<file path="src/design/fail_pin_pkg.sv">
// package: register map, field layout and timing for the fail and alternate pin block
`default_nettype none
package fail_pin_pkg;
    localparam int          ADR_W           = 8;
    localparam int          DAT_W           = 32;
    localparam int          REG_W           = 8;
    // register byte offsets
    localparam logic [7:0]  OFS_CTRL        = 8'h00;
    localparam logic [7:0]  OFS_PIN_CTRL    = 8'h04;
    localparam logic [7:0]  OFS_STATUS      = 8'h08;
    localparam logic [7:0]  OFS_MASK        = 8'h0C;
    localparam logic [7:0]  OFS_INFO        = 8'h10;
    // control register fields
    localparam int          CTRL_SIDE_BIT   = 0;
    localparam int          CTRL_LIGHT_BIT  = 1;
    localparam int          CTRL_MEAS_BIT   = 2;
    localparam int          CTRL_W          = 3;
    localparam logic [2:0]  CTRL_RST        = 3'h0;
    // pin control: two bits of mode and one level bit per alternate pin
    localparam int          PIN_FIELD_W     = 4;
    localparam int          PIN_LVL_OFS     = 2;
    localparam logic [7:0]  PIN_CTRL_RST    = 8'h00;
    // status / mask bits
    localparam int          EV_FAIL_BIT     = 0;
    localparam int          EV_WAKE1_BIT    = 1;
    localparam int          EV_WAKE2_BIT    = 2;
    localparam int          EV_W            = 3;
    localparam logic [2:0]  EV_RST          = 3'h0;
    // info register fields
    localparam int          INFO_CFG13_BIT  = 0;
    localparam int          INFO_DEV_BIT    = 1;
    localparam int          INFO_RUN_BIT    = 2;
    // alternate pin functions
    typedef enum logic [1:0] {
        MODE_FAIL = 2'h0,
        MODE_WAKE = 2'h1,
        MODE_LOW  = 2'h2,
        MODE_HIGH = 2'h3
    } pin_mode_t;
    // timing
    localparam int          CLK_PERIOD_NS   = 5;
    localparam int          SIDE_PERIOD_NS  = 800_000_000;
    localparam int          SIDE_DUTY_PCT   = 50;
    localparam int          LIGHT_PERIOD_NS = 10_000_000;
    localparam int          LIGHT_DUTY_PCT  = 20;
    localparam int          STRAP_WAIT_NS   = 1_000;
    localparam int          PCT_FULL        = 100;
    localparam int          SIDE_PERIOD_CYC = SIDE_PERIOD_NS / CLK_PERIOD_NS;
    localparam int          SIDE_ON_CYC     = SIDE_PERIOD_CYC / PCT_FULL * SIDE_DUTY_PCT;
    localparam int          LIGHT_PERIOD_CYC = LIGHT_PERIOD_NS / CLK_PERIOD_NS;
    localparam int          LIGHT_ON_CYC    = LIGHT_PERIOD_CYC / PCT_FULL * LIGHT_DUTY_PCT;
    localparam int          STRAP_WAIT_CYC  = (STRAP_WAIT_NS + CLK_PERIOD_NS - 1) / CLK_PERIOD_NS;
    localparam int          STRAP_CNT_W     = 12;
endpackage : fail_pin_pkg
`default_nettype wire

</file>
<file path="src/design/blink_if.sv">
// interface: enable and pattern state between the pin logic and one blink generator
`default_nettype none
interface blink_if;
    logic en;
    logic active;
    modport gen  (input en, output active);
    modport user (output en, input active);
endinterface : blink_if
`default_nettype wire

</file>
<file path="src/design/blink_gen.sv">
// blink pattern generator: fixed period and on-time from a free counter
`default_nettype none
module blink_gen #(
    parameter int PERIOD_CYC = 2_000_000,
    parameter int ON_CYC     = 400_000
) (
    input  wire logic clk_i,
    input  wire logic rst_i,
    blink_if.gen      bl
);
    localparam int CNT_W = $clog2(PERIOD_CYC);

    if (ON_CYC < 1 || ON_CYC >= PERIOD_CYC) begin : g_chk
        $error("blink_gen: on time must be at least one cycle and below the period");
    end

    typedef struct packed {
        logic             run;
        logic [CNT_W-1:0] cnt;
        logic             active;
    } blink_state_t;

    blink_state_t s_reg;
    blink_state_t s_next;

    always_comb begin
        s_next = s_reg;
        if (!bl.en) begin
            s_next.run = 1'b0;
            s_next.cnt = '0;
        end else if (!s_reg.run) begin
            // restart so the first period is full length
            s_next.run = 1'b1; // RULE11
            s_next.cnt = '0;
        end else if (s_reg.cnt == CNT_W'(PERIOD_CYC - 1)) begin
            s_next.cnt = '0;
        end else begin
            s_next.cnt = s_reg.cnt + CNT_W'(1);
        end
        s_next.active = bl.en && (s_next.cnt < CNT_W'(ON_CYC)); // RULE11
    end

    always_ff @(posedge clk_i) begin
        if (rst_i) begin
            s_reg <= '0;
        end else begin
            s_reg <= s_next;
        end
    end

    assign bl.active = s_reg.active;
endmodule : blink_gen
`default_nettype wire

</file>
<file path="src/design/fail_pin_ctrl.sv">
// fail output, alternate pin, interrupt pin and start-up strap logic with wishbone registers
//
// Register access over Wishbone and the register offsets were chosen for this implementation.
`default_nettype none
// Overview of operation
// RULE1 - interrupt pin driven low to flag events
// RULE2 - start-up interrupt pin level picks configuration
// RULE3 - side indicator pin: 1.25 Hz, 50 percent
// RULE4 - pulsed light pin: 100 Hz, 20 percent
// RULE5 - test pin low at power-up: development mode
// RULE6 - fail pins reconfigurable: wake, low, high
// RULE7 - fail function is the reset default
// RULE8 - general-purpose pin never shows fail pattern
// RULE9 - host disables wake on measure-selected pins; the bench masks wake events but leaves the second alternate pin in wake mode
// RULE10 - host disables wake inputs left unused
// RULE11 - blink counters restart cleanly on enable
module fail_pin_ctrl
    import fail_pin_pkg::*;
#(
    parameter int SIDE_PERIOD  = fail_pin_pkg::SIDE_PERIOD_CYC,
    parameter int SIDE_ON      = fail_pin_pkg::SIDE_ON_CYC,
    parameter int LIGHT_PERIOD = fail_pin_pkg::LIGHT_PERIOD_CYC,
    parameter int LIGHT_ON     = fail_pin_pkg::LIGHT_ON_CYC
) (
    input  wire logic                           clk_i,
    input  wire logic                           rst_i,
    // wishbone slave
    input  wire logic                           cyc_i,
    input  wire logic                           stb_i,
    input  wire logic                           we_i,
    input  wire logic [fail_pin_pkg::ADR_W-1:0] adr_i,
    input  wire logic [3:0]                     sel_i,
    input  wire logic [fail_pin_pkg::DAT_W-1:0] dat_i,
    output logic      [fail_pin_pkg::DAT_W-1:0] dat_o,
    output logic                                ack_o,
    // device events
    input  wire logic                           fail_event_i,
    output logic                                irq_o,
    output logic                                dev_mode_o,
    output logic                                hv_measure_select_o,
    // interrupt pin, active low, sampled as strap at start-up
    input  wire logic                           int_pin_i,
    output logic                                int_pin_out_o,
    output logic                                int_pin_oe_o,
    // side indicator / first alternate pin
    input  wire logic                           side_indicator_in_i,
    output logic                                side_indicator_out_n_o,
    output logic                                side_indicator_oe_o,
    // pulsed light / test strap / second alternate pin
    input  wire logic                           pulsed_light_in_i,
    output logic                                pulsed_light_out_n_o,
    output logic                                pulsed_light_oe_o
);
    import fail_pin_pkg::*;

    localparam int NPIN = 2;

    if (SIDE_ON < 1 || SIDE_ON >= SIDE_PERIOD
        || LIGHT_ON < 1 || LIGHT_ON >= LIGHT_PERIOD) begin : g_chk_blink
        $error("fail_pin_ctrl: blink on time must lie inside its period");
    end
    if (STRAP_WAIT_CYC >= (1 << STRAP_CNT_W)) begin : g_chk_strap
        $error("fail_pin_ctrl: strap wait does not fit its counter");
    end

    typedef enum logic [1:0] {
        ST_WAIT   = 2'h0,
        ST_SAMPLE = 2'h1,
        ST_RUN    = 2'h3
    } phase_t;

    typedef struct packed {
        phase_t                 st;
        logic [STRAP_CNT_W-1:0] wait_cnt;
        logic                   cfg13;
        logic                   dev;
        logic                   ack;
        logic [DAT_W-1:0]       dat;
        logic [CTRL_W-1:0]      ctrl;
        logic [REG_W-1:0]       pin_ctrl;
        logic [EV_W-1:0]        status;
        logic [EV_W-1:0]        mask;
        logic                   irq;
        logic                   int_oe;
        logic [NPIN-1:0]        pin_out;
        logic [NPIN-1:0]        pin_oe;
        logic [NPIN-1:0]        pin_prev;
    } ctrl_state_t;

    ctrl_state_t s_reg;
    ctrl_state_t s_next;

    // pin synchronisers: interrupt pin, side pin, light pin
    logic [2:0] pins_sync;

    pin_sync #(
        .WIDTH (3)
    ) u_sync (
        .clk_i (clk_i),
        .rst_i (rst_i),
        .d_i   ({pulsed_light_in_i, side_indicator_in_i, int_pin_i}),
        .q_o   (pins_sync)
    );

    logic            int_lvl;
    logic [NPIN-1:0] pin_lvl;

    assign int_lvl = pins_sync[0];
    assign pin_lvl = pins_sync[2:1];

    blink_if side_bl ();
    blink_if light_bl ();

    blink_gen #(
        .PERIOD_CYC (SIDE_PERIOD),
        .ON_CYC     (SIDE_ON)
    ) u_side (
        .clk_i (clk_i),
        .rst_i (rst_i),
        .bl    (side_bl)
    );

    blink_gen #(
        .PERIOD_CYC (LIGHT_PERIOD),
        .ON_CYC     (LIGHT_ON)
    ) u_light (
        .clk_i (clk_i),
        .rst_i (rst_i),
        .bl    (light_bl)
    );

    pin_mode_t       mode [NPIN];
    logic [NPIN-1:0] lvl_bit;
    logic [NPIN-1:0] pattern;

    for (genvar i = 0; i < NPIN; i++) begin : g_pin_field
        assign mode[i]    = pin_mode_t'(s_reg.pin_ctrl[i*PIN_FIELD_W +: 2]);
        assign lvl_bit[i] = s_reg.pin_ctrl[i*PIN_FIELD_W + PIN_LVL_OFS];
    end

    // pattern generators run only while the pin keeps its fail function
    assign side_bl.en  = (s_reg.st == ST_RUN) && s_reg.ctrl[CTRL_SIDE_BIT]
                         && (mode[0] == MODE_FAIL); // RULE8
    assign light_bl.en = (s_reg.st == ST_RUN) && s_reg.ctrl[CTRL_LIGHT_BIT]
                         && (mode[1] == MODE_FAIL); // RULE8
    assign pattern     = {light_bl.active, side_bl.active};

    logic             req;
    logic             wr;
    logic [EV_W-1:0]  ev;
    logic [DAT_W-1:0] rd;

    assign req = cyc_i && stb_i && !s_reg.ack;
    assign wr  = req && we_i && sel_i[0];

    always_comb begin
        rd = '0;
        case (adr_i)
            OFS_CTRL:     rd[CTRL_W-1:0] = s_reg.ctrl;
            OFS_PIN_CTRL: rd[REG_W-1:0]  = s_reg.pin_ctrl;
            OFS_STATUS:   rd[EV_W-1:0]   = s_reg.status;
            OFS_MASK:     rd[EV_W-1:0]   = s_reg.mask;
            OFS_INFO: begin
                rd[INFO_CFG13_BIT] = s_reg.cfg13;
                rd[INFO_DEV_BIT]   = s_reg.dev;
                rd[INFO_RUN_BIT]   = (s_reg.st == ST_RUN);
            end
            default:      rd = '0;
        endcase
    end

    always_comb begin
        s_next = s_reg;
        ev     = '0;
        // start-up: pins released, then the straps are read once
        case (s_reg.st)
            ST_WAIT: begin
                s_next.wait_cnt = s_reg.wait_cnt + STRAP_CNT_W'(1);
                if (s_reg.wait_cnt == STRAP_CNT_W'(STRAP_WAIT_CYC - 1)) begin
                    s_next.st = ST_SAMPLE;
                end
            end
            ST_SAMPLE: begin
                s_next.cfg13 = int_lvl; // RULE2
                s_next.dev   = !pin_lvl[1]; // RULE5
                s_next.st    = ST_RUN;
            end
            ST_RUN: begin
                s_next.st = ST_RUN;
            end
            default: begin
                s_next.st = ST_WAIT;
            end
        endcase

        // wake events from pins set to wake input
        s_next.pin_prev = pin_lvl;
        for (int i = 0; i < NPIN; i++) begin
            if (s_reg.st == ST_RUN && mode[i] == MODE_WAKE
                && pin_lvl[i] != s_reg.pin_prev[i]) begin
                ev[EV_WAKE1_BIT + i] = 1'b1; // RULE6
            end
        end
        ev[EV_FAIL_BIT] = fail_event_i;

        // bus access, one wait state
        s_next.ack = req;
        s_next.dat = req && !we_i ? rd : '0;
        if (wr && adr_i == OFS_CTRL) begin
            s_next.ctrl = dat_i[CTRL_W-1:0];
        end
        if (wr && adr_i == OFS_PIN_CTRL) begin
            s_next.pin_ctrl = dat_i[REG_W-1:0]; // RULE7
        end
        if (wr && adr_i == OFS_MASK) begin
            s_next.mask = dat_i[EV_W-1:0];
        end
        // write one to clear; a new event in the same cycle wins
        if (wr && adr_i == OFS_STATUS) begin
            s_next.status = s_reg.status & ~dat_i[EV_W-1:0];
        end
        s_next.status = s_next.status | ev;
        s_next.irq    = |(s_next.status & s_next.mask);
        s_next.int_oe = s_next.irq && (s_reg.st == ST_RUN); // RULE1

        // pin drivers per function
        for (int i = 0; i < NPIN; i++) begin
            case (mode[i])
                MODE_FAIL: begin
                    s_next.pin_out[i] = 1'b0;
                    s_next.pin_oe[i]  = pattern[i]; // RULE3 RULE4
                end
                MODE_WAKE: begin
                    s_next.pin_out[i] = 1'b0;
                    s_next.pin_oe[i]  = 1'b0; // RULE8
                end
                MODE_LOW: begin
                    s_next.pin_out[i] = 1'b0;
                    s_next.pin_oe[i]  = lvl_bit[i]; // RULE6
                end
                MODE_HIGH: begin
                    s_next.pin_out[i] = 1'b1;
                    s_next.pin_oe[i]  = lvl_bit[i]; // RULE6
                end
                default: begin
                    s_next.pin_out[i] = 1'b0;
                    s_next.pin_oe[i]  = 1'b0;
                end
            endcase
            if (s_reg.st != ST_RUN) begin
                s_next.pin_oe[i] = 1'b0;
            end
        end
    end

    always_ff @(posedge clk_i) begin
        if (rst_i) begin
            s_reg          <= '0;
            s_reg.st       <= ST_WAIT;
            s_reg.ctrl     <= CTRL_RST;
            s_reg.pin_ctrl <= PIN_CTRL_RST; // RULE7
            s_reg.status   <= EV_RST;
            s_reg.mask     <= EV_RST;
        end else begin
            s_reg <= s_next;
        end
    end

    assign dat_o                  = s_reg.dat;
    assign ack_o                  = s_reg.ack;
    assign irq_o                  = s_reg.irq;
    assign dev_mode_o             = s_reg.dev;
    assign hv_measure_select_o    = s_reg.ctrl[CTRL_MEAS_BIT];
    assign int_pin_out_o          = 1'b0;
    assign int_pin_oe_o           = s_reg.int_oe;
    assign side_indicator_out_n_o = s_reg.pin_out[0];
    assign side_indicator_oe_o    = s_reg.pin_oe[0];
    assign pulsed_light_out_n_o   = s_reg.pin_out[1];
    assign pulsed_light_oe_o      = s_reg.pin_oe[1];
endmodule : fail_pin_ctrl
`default_nettype wire

</file>
<file path="src/design/pin_sync.sv">
// two flip-flop synchroniser for asynchronous pin levels
`default_nettype none
module pin_sync #(
    parameter int WIDTH = 1
) (
    input  wire logic             clk_i,
    input  wire logic             rst_i,
    input  wire logic [WIDTH-1:0] d_i,
    output logic      [WIDTH-1:0] q_o
);
    if (WIDTH < 1) begin : g_chk
        $error("pin_sync: width must be at least one");
    end

    typedef struct packed {
        logic [WIDTH-1:0] meta;
        logic [WIDTH-1:0] stable;
    } sync_state_t;

    sync_state_t s_reg;
    sync_state_t s_next;

    always_comb begin
        s_next.meta   = d_i;
        s_next.stable = s_reg.meta;
    end

    always_ff @(posedge clk_i) begin
        if (rst_i) begin
            s_reg <= '0;
        end else begin
            s_reg <= s_next;
        end
    end

    assign q_o = s_reg.stable;
endmodule : pin_sync
`default_nettype wire

</file>
<file path="config.mk">
export PLATFORM = sky130hd
export DESIGN_NAME = fail_pin_ctrl
export DESIGN_NICKNAME = d
export VERILOG_FILES = /design/src/design/fail_pin_pkg.sv /design/src/design/blink_if.sv /design/src/design/blink_gen.sv /design/src/design/fail_pin_ctrl.sv /design/src/design/pin_sync.sv
export SDC_FILE = /design/constraint.sdc
export NUM_CORES = 1
export LEC_CHECK = 0
export BUFFER_PORTS_ARGS = -buffer_cell sky130_fd_sc_hd__clkbuf_2
export CORE_ASPECT_RATIO = 0.6
export CORE_MARGIN = 1.5
export CORE_UTILIZATION = 35
export CTS_CLUSTER_DIAMETER = 60
export DETAILED_ROUTE_END_ITERATION = 12
export GPL_TIMING_DRIVEN = 0
export SLEW_MARGIN = 20
export SYNTH_ARGS = -nofsm -noshare
export SYNTH_HDL_FRONTEND = slang
export SYNTH_HIERARCHICAL = 1
export SYNTH_SLANG_ARGS = --single-unit
export TNS_END_PERCENT = 100
</file>
<file path="constraint.sdc">
create_clock -name clk_i -period 2.1 [get_ports clk_i]
set_clock_uncertainty 0.05 [all_clocks]
set_input_delay 0.105 -clock clk_i [delete_from_list [all_inputs] [get_ports clk_i]]
set_output_delay 0.105 -clock clk_i [all_outputs]
set_load 0.02 [all_outputs]
</file>
=== Yosys cells after proc, flatten, opt, wreduce, memory -nomap -nowiden ===
Cells that the tools add are included.

* Register bits: 133
* Bits of input ports: 53
* Output and inout port bits: 42
* Logic and storage cells: 108

* $add $sub $neg: 3
* $lt $le $gt $ge: 2
* Equal/unequal tests: 19
* Muxes and demuxes: 17
* Bitwise gates (word level): 6
* Reductions and logical operators: 36

{| class="wikitable"
|+ Operators by type and width
! kind !! count
|-
| $mux 28 || 2
|-
| $mux 21 || 2
|-
| $mux 29 || 1
|-
| $add 28x1->28 const B || 1
|-
| $eq 28x28->1 const B || 1
|-
| $lt 28x27->1 const B || 1
|-
| $mux 22 || 1
|-
| $add 21x1->21 const B || 1
|-
| $eq 21x21->1 const B || 1
|-
| $lt 21x19->1 const B || 1
|-
| $logic_and 1x1->1 || 20
|-
| $eq 8x4->1 const B || 2
|-
| $pmux 3 s5 || 1
|-
| $add 12x1->12 const B || 1
|-
| $eq 12x8->1 const B || 1
|-
| $reduce_or 3->1 || 4
|-
| $eq 2x2->1 const B || 5
|-
| $reduce_or 2->1 || 5
|-
| $eq 8x3->1 const B || 1
|-
| $eq 8x5->1 const B || 1
|-
| $logic_not 8->1 || 1
|-
| $and 3x3->3 || 2
|-
| $eq 2x1->1 const B || 3
|-
| $logic_not 2->1 || 3
|-
| 12 further kinds || 21
|}

=== Logic depth before layout (Yosys ltp) ===
Gate-level depths: netlist of run 1.

* Depth in word-level cells: 10
* Mapped depth: 8
* Depth with buffers taken out: 8

=== Hierarchy ===
The synthesis of run 1 kept the hierarchy.

{| class="wikitable"
|+ By module, submodules not included
! module !! instances !! cells an instance !! area each (µm²) !! sequential area each (µm²)
|-
| fail_pin_ctrl || 1 || 241 || 2265.9 || 1001.0
|-
| blink_gen at u_side || 1 || 193 || 1695.4 || 600.6
|-
| blink_gen at u_light || 1 || 142 || 1216.2 || 460.4
|-
| pin_sync || 1 || 12 || 157.7 || 120.1
|}

=== Least setup slack after synthesis of run 1 ===
Ideal clock, no wire load.

* Path type: reg-to-reg
* Start: reg u_side/s_reg[1] (netlist bit)
* End: reg u_side/s_reg[28] (netlist bit)
* Setup time: 120 ps
* Arrival time: 1978 ps
* Required time: 1930 ps
* Path slack: -48 ps
* Cell stages (with the launch flop): 9
* Buffers on the path: 2
* Period minus slack after synthesis: 2148 ps
* Cell sequence: dfxtp_1 -> ha_1 -> nand3_1 -> or3_2 -> o311ai_4 -> or2_2 -> buf_4 -> buf_4 -> nor2_1

* Cells in the longest elaborated chain, start to end: 4
* Elaborated cells on any way between the ends: 5
* Classes of those cells: add/sub: 1; eq/ne: 1; mux: 3

{| class="wikitable"
|+ RTL lines
! element !! RTL line !! source
|-
| start, declared || blink_gen.sv:23 || <nowiki>blink_state_t s_reg;</nowiki>
|-
| start signal, assigned || blink_gen.sv:47 || <nowiki>s_reg <= s_next;</nowiki>
|-
| $add 28x1->28 or $eq 28x28->1 (tied branches) || blink_gen.sv:38, blink_gen.sv:35 ||
|-
| $mux 28 (*) || blink_gen.sv:35 || <nowiki>end else if (s_reg.cnt == CNT_W'(PERIOD_CYC - 1)) begin</nowiki>
|-
| $mux 28 (*) || blink_gen.sv:31 || <nowiki>end else if (!s_reg.run) begin</nowiki>
|-
| $mux 29 (*) || blink_gen.sv:28 || <nowiki>if (!bl.en) begin</nowiki>
|}

Mark *: on every way between the ends. The rest lies on a longest branch, timed or not.
A chain may end at the register's enable or synchronous reset.

=== Worst setup path after layout of run 1 ===
* Start: reg u_side/s_reg[5] (netlist bit)
* End: reg u_side.s_reg (netlist bit u_side/bl.active)

* Cells in the longest elaborated chain, start to end: 6
* Elaborated cells on any way between the ends: 7
* Classes of those cells: add/sub: 1; order compare: 1; eq/ne: 1; mux: 3; reduce/logical: 1

{| class="wikitable"
|+ RTL lines
! element !! RTL line !! source
|-
| $add 28x1->28 or $eq 28x28->1 (tied branches) || blink_gen.sv:38, blink_gen.sv:35 ||
|-
| $mux 28 (*) || blink_gen.sv:35 ||
|-
| $mux 28 (*) || blink_gen.sv:31 ||
|-
| $mux 29 (*) || blink_gen.sv:28 ||
|-
| $lt 28x27->1 (*) || blink_gen.sv:40 || <nowiki>s_next.active = bl.en && (s_next.cnt < CNT_W'(ON_CYC));</nowiki>
|-
| $logic_and 1x1->1 (*) || blink_gen.sv:40 ||
|}

Marks and branches as above.

==> flow_metrics.py, run 1 <==
metrics = {
    "run_status": {
        "status": "complete, but fails checks",
        "violations": "negative setup slack",
    },
    "die": {
        "rows": 34,
        "die-height_microns": 98.6,
        "core_sq_um": 14700,
        "die_w_microns": 162,
        "dieArea_sq_um": 16000,
        "start_util_pct": 36.4,
        "ioPinCount": 95,
    },
    "clock_tree": {
        "clock_sinks": 109,
        "tritoncts": "built",
        "clock_latency_ps": 360,
        "cts-root-buf": "clkbuf_16",
        "cts_buffers": 9,
        "clkTransAtPathRegs_ps": 90,
        "clk_path_buf_depth": 2,
        "htree_levels": 3,
    },
    "worst_hold_path": {
        "hold_path_depth": 3,
        "hold_class": "in2reg",
    },
    "sta": {
        "slew_viol_final": 0,
        "setup_viol": 2,
        "max_slew_margin_pct": 59.3,
        "worstMarginPinSlew_ps": 605,
        "whs_ps": 32.3,
        "setup_slack_ps": -138,
        "post-route-min-period_ps": 2240,
        "rsz0062_at_grt": "yes",
        "tns_ps": -148,
        "fin_crit_sh_pct": 107,
        "max_freq_mhz": 447,
        "finalHoldViolCount": 0,
    },
    "placed_design": {
        "dp_hpwl_microns": 8890,
        "dp_cells": 850,
        "detailedPlace.worstSlack_ps": -450,
        "routabilityCongestion": 0.832,
        "io_buffers": 40,
    },
    "global_routing": {
        "grt_pass1_wl_microns": 20800,
        "grt_max_degree": 23,
        "antenna_found_initial": 0,
        "grt_pass1_vias": 4034,
        "grtUsageTotal_pct": 16.4,
        "grt_overflow": 0,
    },
    "worst_setup_path": {
        "end_kind": "flop",
        "crit_path_top_delay_cell": "dfxtp_4",
        "slowest_delay_ps": 380,
        "crit_buf_inv": 2,
        "worstSetupPathType": "reg2reg",
        "critical_path_depth": 9,
        "worst-endpoint-required_ps": 2300,
        "crit_chain": "nand4_4, buf_4, nor3_4, buf_4, nand2_2, nor4b_2, o21ai_0, and4_4, o211a_1",
        "worstSetupStartpointType": "flop",
        "critPathTopFamily": "simple AND/OR/NAND/NOR gates",
        "crit_path_frequent_cell": "buf_4",
        "r2r.worst_path.cells": 9,
        "arrival_ps": 2440,
        "cp_max_fo": 7,
    },
    "synthesis": {
        "synthArstFlopShare_pct": 0,
        "syn_area_per_cell_sq_um": 9.07,
        "ys_ff_latch": 109,
        "syn_inst": 588,
        "ys.flop_type": "dfxtp_1",
        "netlist_area_sq_um": 5340,
        "seq_area_frac_synth_pct": 40.9,
        "ys_types": 73,
        "ys_warn_count": 6,
        "synth-edff-count": 0,
    },
    "detailed_routing": {
        "drc": 0,
        "vias_per_cell": 4.93,
        "drt_iter0_drc": 339,
        "wire_per_inst_microns": 14.3,
        "totalWireLength_microns": 12900,
        "antenna_left": 0,
        "drt_first_pass_iters": 5,
        "vias": 4427,
    },
    "final_layout": {
        "drive_above_1_share_pct": 29.0,
        "final_util_pct": 46.3,
        "syn_to_final_growth_pct": 27.5,
        "final_nets": 751,
        "antennaDiodeCount": 0,
        "largest_register_ffs": 29,
        "final_cells": 898,
    },
    "power": {
        "leakagePower_nw": 2.58,
        "powerDensity_nw_per_um2": 590,
        "ir_worst_vdd_v": 0.000374,
    },
    "job": {
        "cap_violations": 0,
    },
}
-- path summary, 6_finish.rpt --
path / end / startpoint / slack (ps)
hold / removal: hv_measure_select_o$_SDFFE_PP0P_ / dat_i[2] / 30
hold reg to reg: u_sync/q_o[0]$_SDFF_PP0_ / u_sync/s_next[0]$_SDFF_PP0_ / 390
setup reg to reg: u_side/bl.active$_SDFF_PP0_ / u_side/s_reg[5]$_SDFF_PP0_ / -140
setup / recovery: u_side/bl.active$_SDFF_PP0_ / u_side/s_reg[5]$_SDFF_PP0_ / -140
-- metrics by stage --
stage                     total power [W]  area [sq um]
final                             0.00401          6800
after detailed placement          0.00230          5880
after CTS                         0.00406          6640
after global routing              0.00418          6800
after floorplan                   0.00225          5430
after global placement            0.00230          5880
-- metal layers --
| metal | track usage [%] | vias to the layer above | part of all wire [%] |
|---|---|---|---|
| li1 | - | 2214 | - |
| met1 | 24.4 | 2080 | 52 |
| met2 | 24.3 | 122 | 42 |
| met3 | 3.28 | 11 | 5.0 |
| met4 | 3.60 | 0 | 0.94 |
| met5 | 0 | - | 0 |
-- cells in the mapped netlist (2+ instances only) --
cell type / n / area share [%]
dfxtp_1: 109 / 41
nor2_1: 94 / 6.6
buf_4: 39 / 5.5
nand2_1: 36 / 2.5
xnor2_1: 30 / 4.9
nand3_1: 28 / 2.6
xor2_1: 24 / 3.9
nor2b_1: 19 / 2.2
nand4_1: 14 / 1.6
inv_1: 13 / 0.91
mux2i_1: 13 / 2.4
a21oi_1: 12 / 1.1
o21ai_0: 12 / 1.1
nor3_1: 10 / 0.94
nor4b_1: 8 / 1.3
clkbuf_1: 7 / 0.49
nor4_1: 7 / 0.82
and2_1: 6 / 0.70
a22oi_1: 5 / 0.70
and3_1: 5 / 0.59
nand4b_1: 5 / 0.82
nand2b_1: 4 / 0.47
nand3b_1: 4 / 0.56
or3_1: 4 / 0.47
or4_4: 4 / 0.84
a211oi_1: 3 / 0.42
a31o_2: 3 / 0.49
a31oi_1: 3 / 0.35
a41oi_1: 3 / 0.49
ha_1: 3 / 0.70
mux4_2: 3 / 1.3
nor4bb_1: 3 / 0.56
or2_2: 3 / 0.35
a32oi_1: 2 / 0.33
and3_2: 2 / 0.28
buf_2: 2 / 0.19
buf_6: 2 / 0.42
clkbuf_8: 2 / 0.52
nand4_4: 2 / 0.80
nand4bb_1: 2 / 0.42
nor3_2: 2 / 0.38
nor3b_1: 2 / 0.28
nor4_2: 2 / 0.47
o2111ai_1: 2 / 0.33
o211ai_1: 2 / 0.28
-- cell usage in the layout, fill, tap and decap left out, types with 6 or more instances in the layout --
master,netlist,final
dfxtp_1,109,93
nor2_1,94,88
buf_4,39,53
clkbuf_2,1,41
nand2_1,36,33
xnor2_1,30,28
nand3_1,28,26
conb_1,1,25
xor2_1,24,23
nor2b_1,19,19
nand4_1,14,14
mux2i_1,13,13
inv_1,13,13
a21oi_1,12,12
o21ai_0,12,12
dfxtp_2,0,11
nor3_1,10,9
clkbuf_16,0,9
dlygate4sd3_1,0,9
clkbuf_1,7,7
and2_1,6,6
-- cell type report --
| type | instances | area [sq um] |
|---|---|---|
| buffer | 54 | 414 |
| clock buffer | 9 | 225 |
| clock inverter | 7 | 86.3 |
| fill | 1404 | 7880 |
| inverter | 13 | 48.8 |
| multi-input combinational | 435 | 3030 |
| sequential | 109 | 2210 |
| tap | 198 | 248 |
| timing repair buffer | 73 | 539 |
-- tightest hold or removal path, cell delays in order --
cell and delay, ps:
clkbuf_2 140, mux2i_1 90, nor2_1 70
-- where the power goes --
| group | total [W] | internal (W) | leakage [nW] | switching (W) |
|---|---|---|---|---|
| clock network | 0.00175 | 0.000859 | 0.151 | 0.000889 |
| registers | 0.00208 | 0.00207 | 0.890 | 0.00000776 |
| logic | 0.000188 | 0.0000825 | 1.54 | 0.000105 |
-- timing repair --
item / CTS / global route
pin swaps: 9 / 16
resized for setup: 38 / 37
hold endpoints to repair: 10 / 0
hold buffers: 9 / 0
endpoints found under the setup margin: 51 / 40
cloned: 2 / 0
buffers inserted: 17 / 6
-- kinds of logic (layout without fill, tap and decap cells) --
family / Yosys count / in the layout / synth area share (%)
and+or+nand+nor: 278 / 278 / 29.1
DFF: 109 / 109 / 40.9
buffers and inverters: 68 / 156 / 8.47
AOI/OAI and AO/OA: 57 / 57 / 7.67
xor gates and xnor gates: 54 / 54 / 8.86
muxes: 18 / 18 / 4.20
adders and majority gates: 3 / 3 / 0.704
other: 1 / 25 / 0.0703
(Power assumes the default switching activity.)
==> inputs of run 2 (changes only) <==
--- a/config.mk
+++ b/config.mk
@@ -12,6 +12,7 @@
 export CTS_CLUSTER_DIAMETER = 60
 export DETAILED_ROUTE_END_ITERATION = 12
 export GPL_TIMING_DRIVEN = 0
+export PLACE_DENSITY = 0.61
 export SLEW_MARGIN = 20
 export SYNTH_ARGS = -nofsm -noshare
 export SYNTH_HDL_FRONTEND = slang
==> run 2 against run 1 <==
  * The run still ends with negative setup slack left
  * Highest routed layer unchanged
  * Fmax grew 3.2%
  * Critical path type unchanged
  * Largest power group unchanged
  * Largest cell class unchanged
  * Clock-buffer cell count is the same
  * Sequential share of layout area fell by 0.16 points
==> flow_metrics.py, run 2 (synthesis gave the netlist of run 1 again) <==
metrics = {
    "worst_setup_path": {
        "slowest_delay_ps": 390,
        "cp_max_fo": 9,
        "crit_chain": "clkbuf_2, nand3_1, nor4_4, nand2_2, nor4b_2, o21ai_0, a31o_2, o211a_1",
        "end_kind": "flop",
        "worstSetupPathType": "reg2reg",
        "reg2reg_from": "u_side/s_reg[11]$_SDFF_PP0_",
        "r2r.worst_path.cells": 8,
        "crit_path_top_delay_cell": "nor4_4",
        "r2r_slack_ps": -70,
        "rr_endpoint": "u_side/bl.active$_SDFF_PP0_",
        "critPathTopFamily": "simple AND/OR/NAND/NOR gates",
        "arrival_ps": 2360,
        "crit_buf_inv": 1,
        "worstSetupStartpointType": "flop",
        "worst-endpoint-required_ps": 2290,
    },
    "clock_tree": {
        "cts-root-buf": "clkbuf_16",
        "clock_sinks": 109,
        "htree_levels": 3,
        "tritoncts": "built",
        "clkTransAtPathRegs_ps": 80,
        "clk_path_buf_depth": 2,
        "cts_buffers": 9,
        "clock_latency_ps": 360,
    },
    "detailed_routing": {
        "vias": 4487,
        "drt_iter0_drc": 289,
        "totalWireLength_microns": 13000,
        "vias_per_cell": 4.97,
        "drt_first_pass_iters": 5,
        "wire_per_inst_microns": 14.4,
        "antenna_left": 0,
        "drc": 0,
    },
    "run_status": {
        "status": "complete, but fails checks",
        "violations": "negative setup slack",
    },
    "final_layout": {
        "antennaDiodeCount": 0,
        "layout_common_cells": "dfxtp_1, nor2_1, buf_4",
        "final_nets": 755,
        "syn_to_final_growth_pct": 28.6,
        "largest_register_ffs": 29,
        "nFillCells": 1391,
        "final_common_cell": "dfxtp_1",
        "drive_above_1_share_pct": 29.5,
        "final_cells": 902,
    },
    "power": {
        "ir_worst_vdd_v": 0.000346,
        "leakagePower_nw": 2.64,
        "powerDensity_nw_per_um2": 585,
    },
    "placed_design": {
        "routabilityCongestion": 0.842,
        "io_buffers": 40,
        "detailedPlace.worstSlack_ps": -399,
        "dp_hpwl_microns": 9100,
        "dp_cells": 850,
    },
    "die": {
        "rows": 34,
        "die_w_microns": 162,
        "start_util_pct": 36.4,
        "core_sq_um": 14700,
        "dieArea_sq_um": 16000,
        "die-height_microns": 98.6,
        "ioPinCount": 95,
    },
    "sta": {
        "post-route-min-period_ps": 2170,
        "finalHoldViolCount": 0,
        "setup_viol": 1,
        "max_freq_mhz": 461,
        "slew_viol_final": 0,
        "rsz0062_at_grt": "yes",
        "max_slew_margin_pct": 53.7,
        "fin_crit_sh_pct": 103,
        "worstMarginPinSlew_ps": 688,
        "setup_slack_ps": -69.0,
    },
    "global_routing": {
        "antenna_found_initial": 0,
        "grt_overflow": 0,
        "grt_max_degree": 23,
        "grt_pass1_wl_microns": 20500,
        "grtUsageTotal_pct": 16.2,
        "grt_pass1_vias": 4079,
    },
    "worst_hold_path": {
        "hold_path_depth": 3,
        "min_from": "dat_i[0]",
        "hold_class": "in2reg",
        "hold_end": "mode[2]$_SDFFE_PP0P_",
    },
    "job": {
        "cap_violations": 0,
    },
}
==> run 2: cell count changes in the layout (fill, tap and decap cells not counted), moves of 3 or more <==
cell       change
dfxtp_4        +3
dfxtp_2        -3
nor2_1         +3
buf_4          +6
clkbuf_16      +3
==> run 2: metal layers <==
layer	track usage (%)	routed length (microns)	share of wire, %	vias to the layer above
met1	23.3	6670	51	2117
li1	-	-	-	2207
met4	4.02	126	0.97	0
met3	4.08	782	6.0	11
met2	24.1	5390	42	152
met5	0	0	0	-
==> run 2: worst max-delay path by stage <==
stage	slack, ps	startpoint	end	cells after the start
2_1_floorplan	40	u_side/s_reg[1]$_SDFF_PP0_	u_side/bl.active$_SDFF_PP0_	8
3_3_place_gp	-380	s_reg[73]$_SDFFE_PP0P_	u_side/s_reg[17]$_SDFF_PP0_	7
3_5_place_dp	-400	s_reg[73]$_SDFFE_PP0P_	u_side/s_reg[8]$_SDFF_PP0_	7
4_1_cts	-120	u_side/s_reg[4]$_SDFF_PP0_	u_side/bl.active$_SDFF_PP0_	8
5_1_grt	-200	u_side/s_reg[11]$_SDFF_PP0_	u_side/bl.active$_SDFF_PP0_	8
6_report	-70	u_side/s_reg[11]$_SDFF_PP0_	u_side/bl.active$_SDFF_PP0_	8
==> run 2: per-stage QoR <==
stage / power, W / utilization (%) / instance area (sq um) / hold WS [ps] / TNS (ps)
after CTS: 0.00404 / 44.2 / 6480 / 9.30 / -2030
after detailed placement: 0.00230 / 40.1 / 5880 / 302 / -15060
after floorplan: 0.00225 / - / 5430 / 127 / 0
final: 0.00401 / 46.7 / 6860 / 4.91 / -69.0
after global placement: 0.00230 / 40.1 / 5880 / 299 / -14220
after global routing: 0.00415 / 46.7 / 6860 / 27.6 / -279
==> run 2: power by group <==
part | internal (W) | switching [W] | leakage [nW]
Sequential | 0.00207 | 0.00000768 | 0.891
Clock | 0.000858 | 0.000885 | 0.151
Combinational | 0.0000842 | 0.000107 | 1.60
==> run 2: area by class of cell <==
class,count,area [sq um],share of cell area [%]
tap,198,248,3.61
clock buffer,9,225,3.28
buffer,54,430,6.28
inverter,13,48.8,0.711
multi-input combinational,435,3040,44.3
timing repair buffer,77,562,8.19
sequential,109,2220,32.4
clock inverter,7,83.8,1.22
==> run 2: worst min-delay path, delay by kind of cell <==
family,cells,cell delay [ps]
AND/OR/NAND/NOR,1,70
multiplexers,1,70
buffers and inverters,1,130
==> run 2: timing repair <==
action,CTS,global route
pin swaps,8,17
endpoints found under the setup margin,51,61
resized for setup,31,46
hold buffers,8,0
endpoints found under the hold margin,8,0
setup buffers,12,14
cloned,0,3
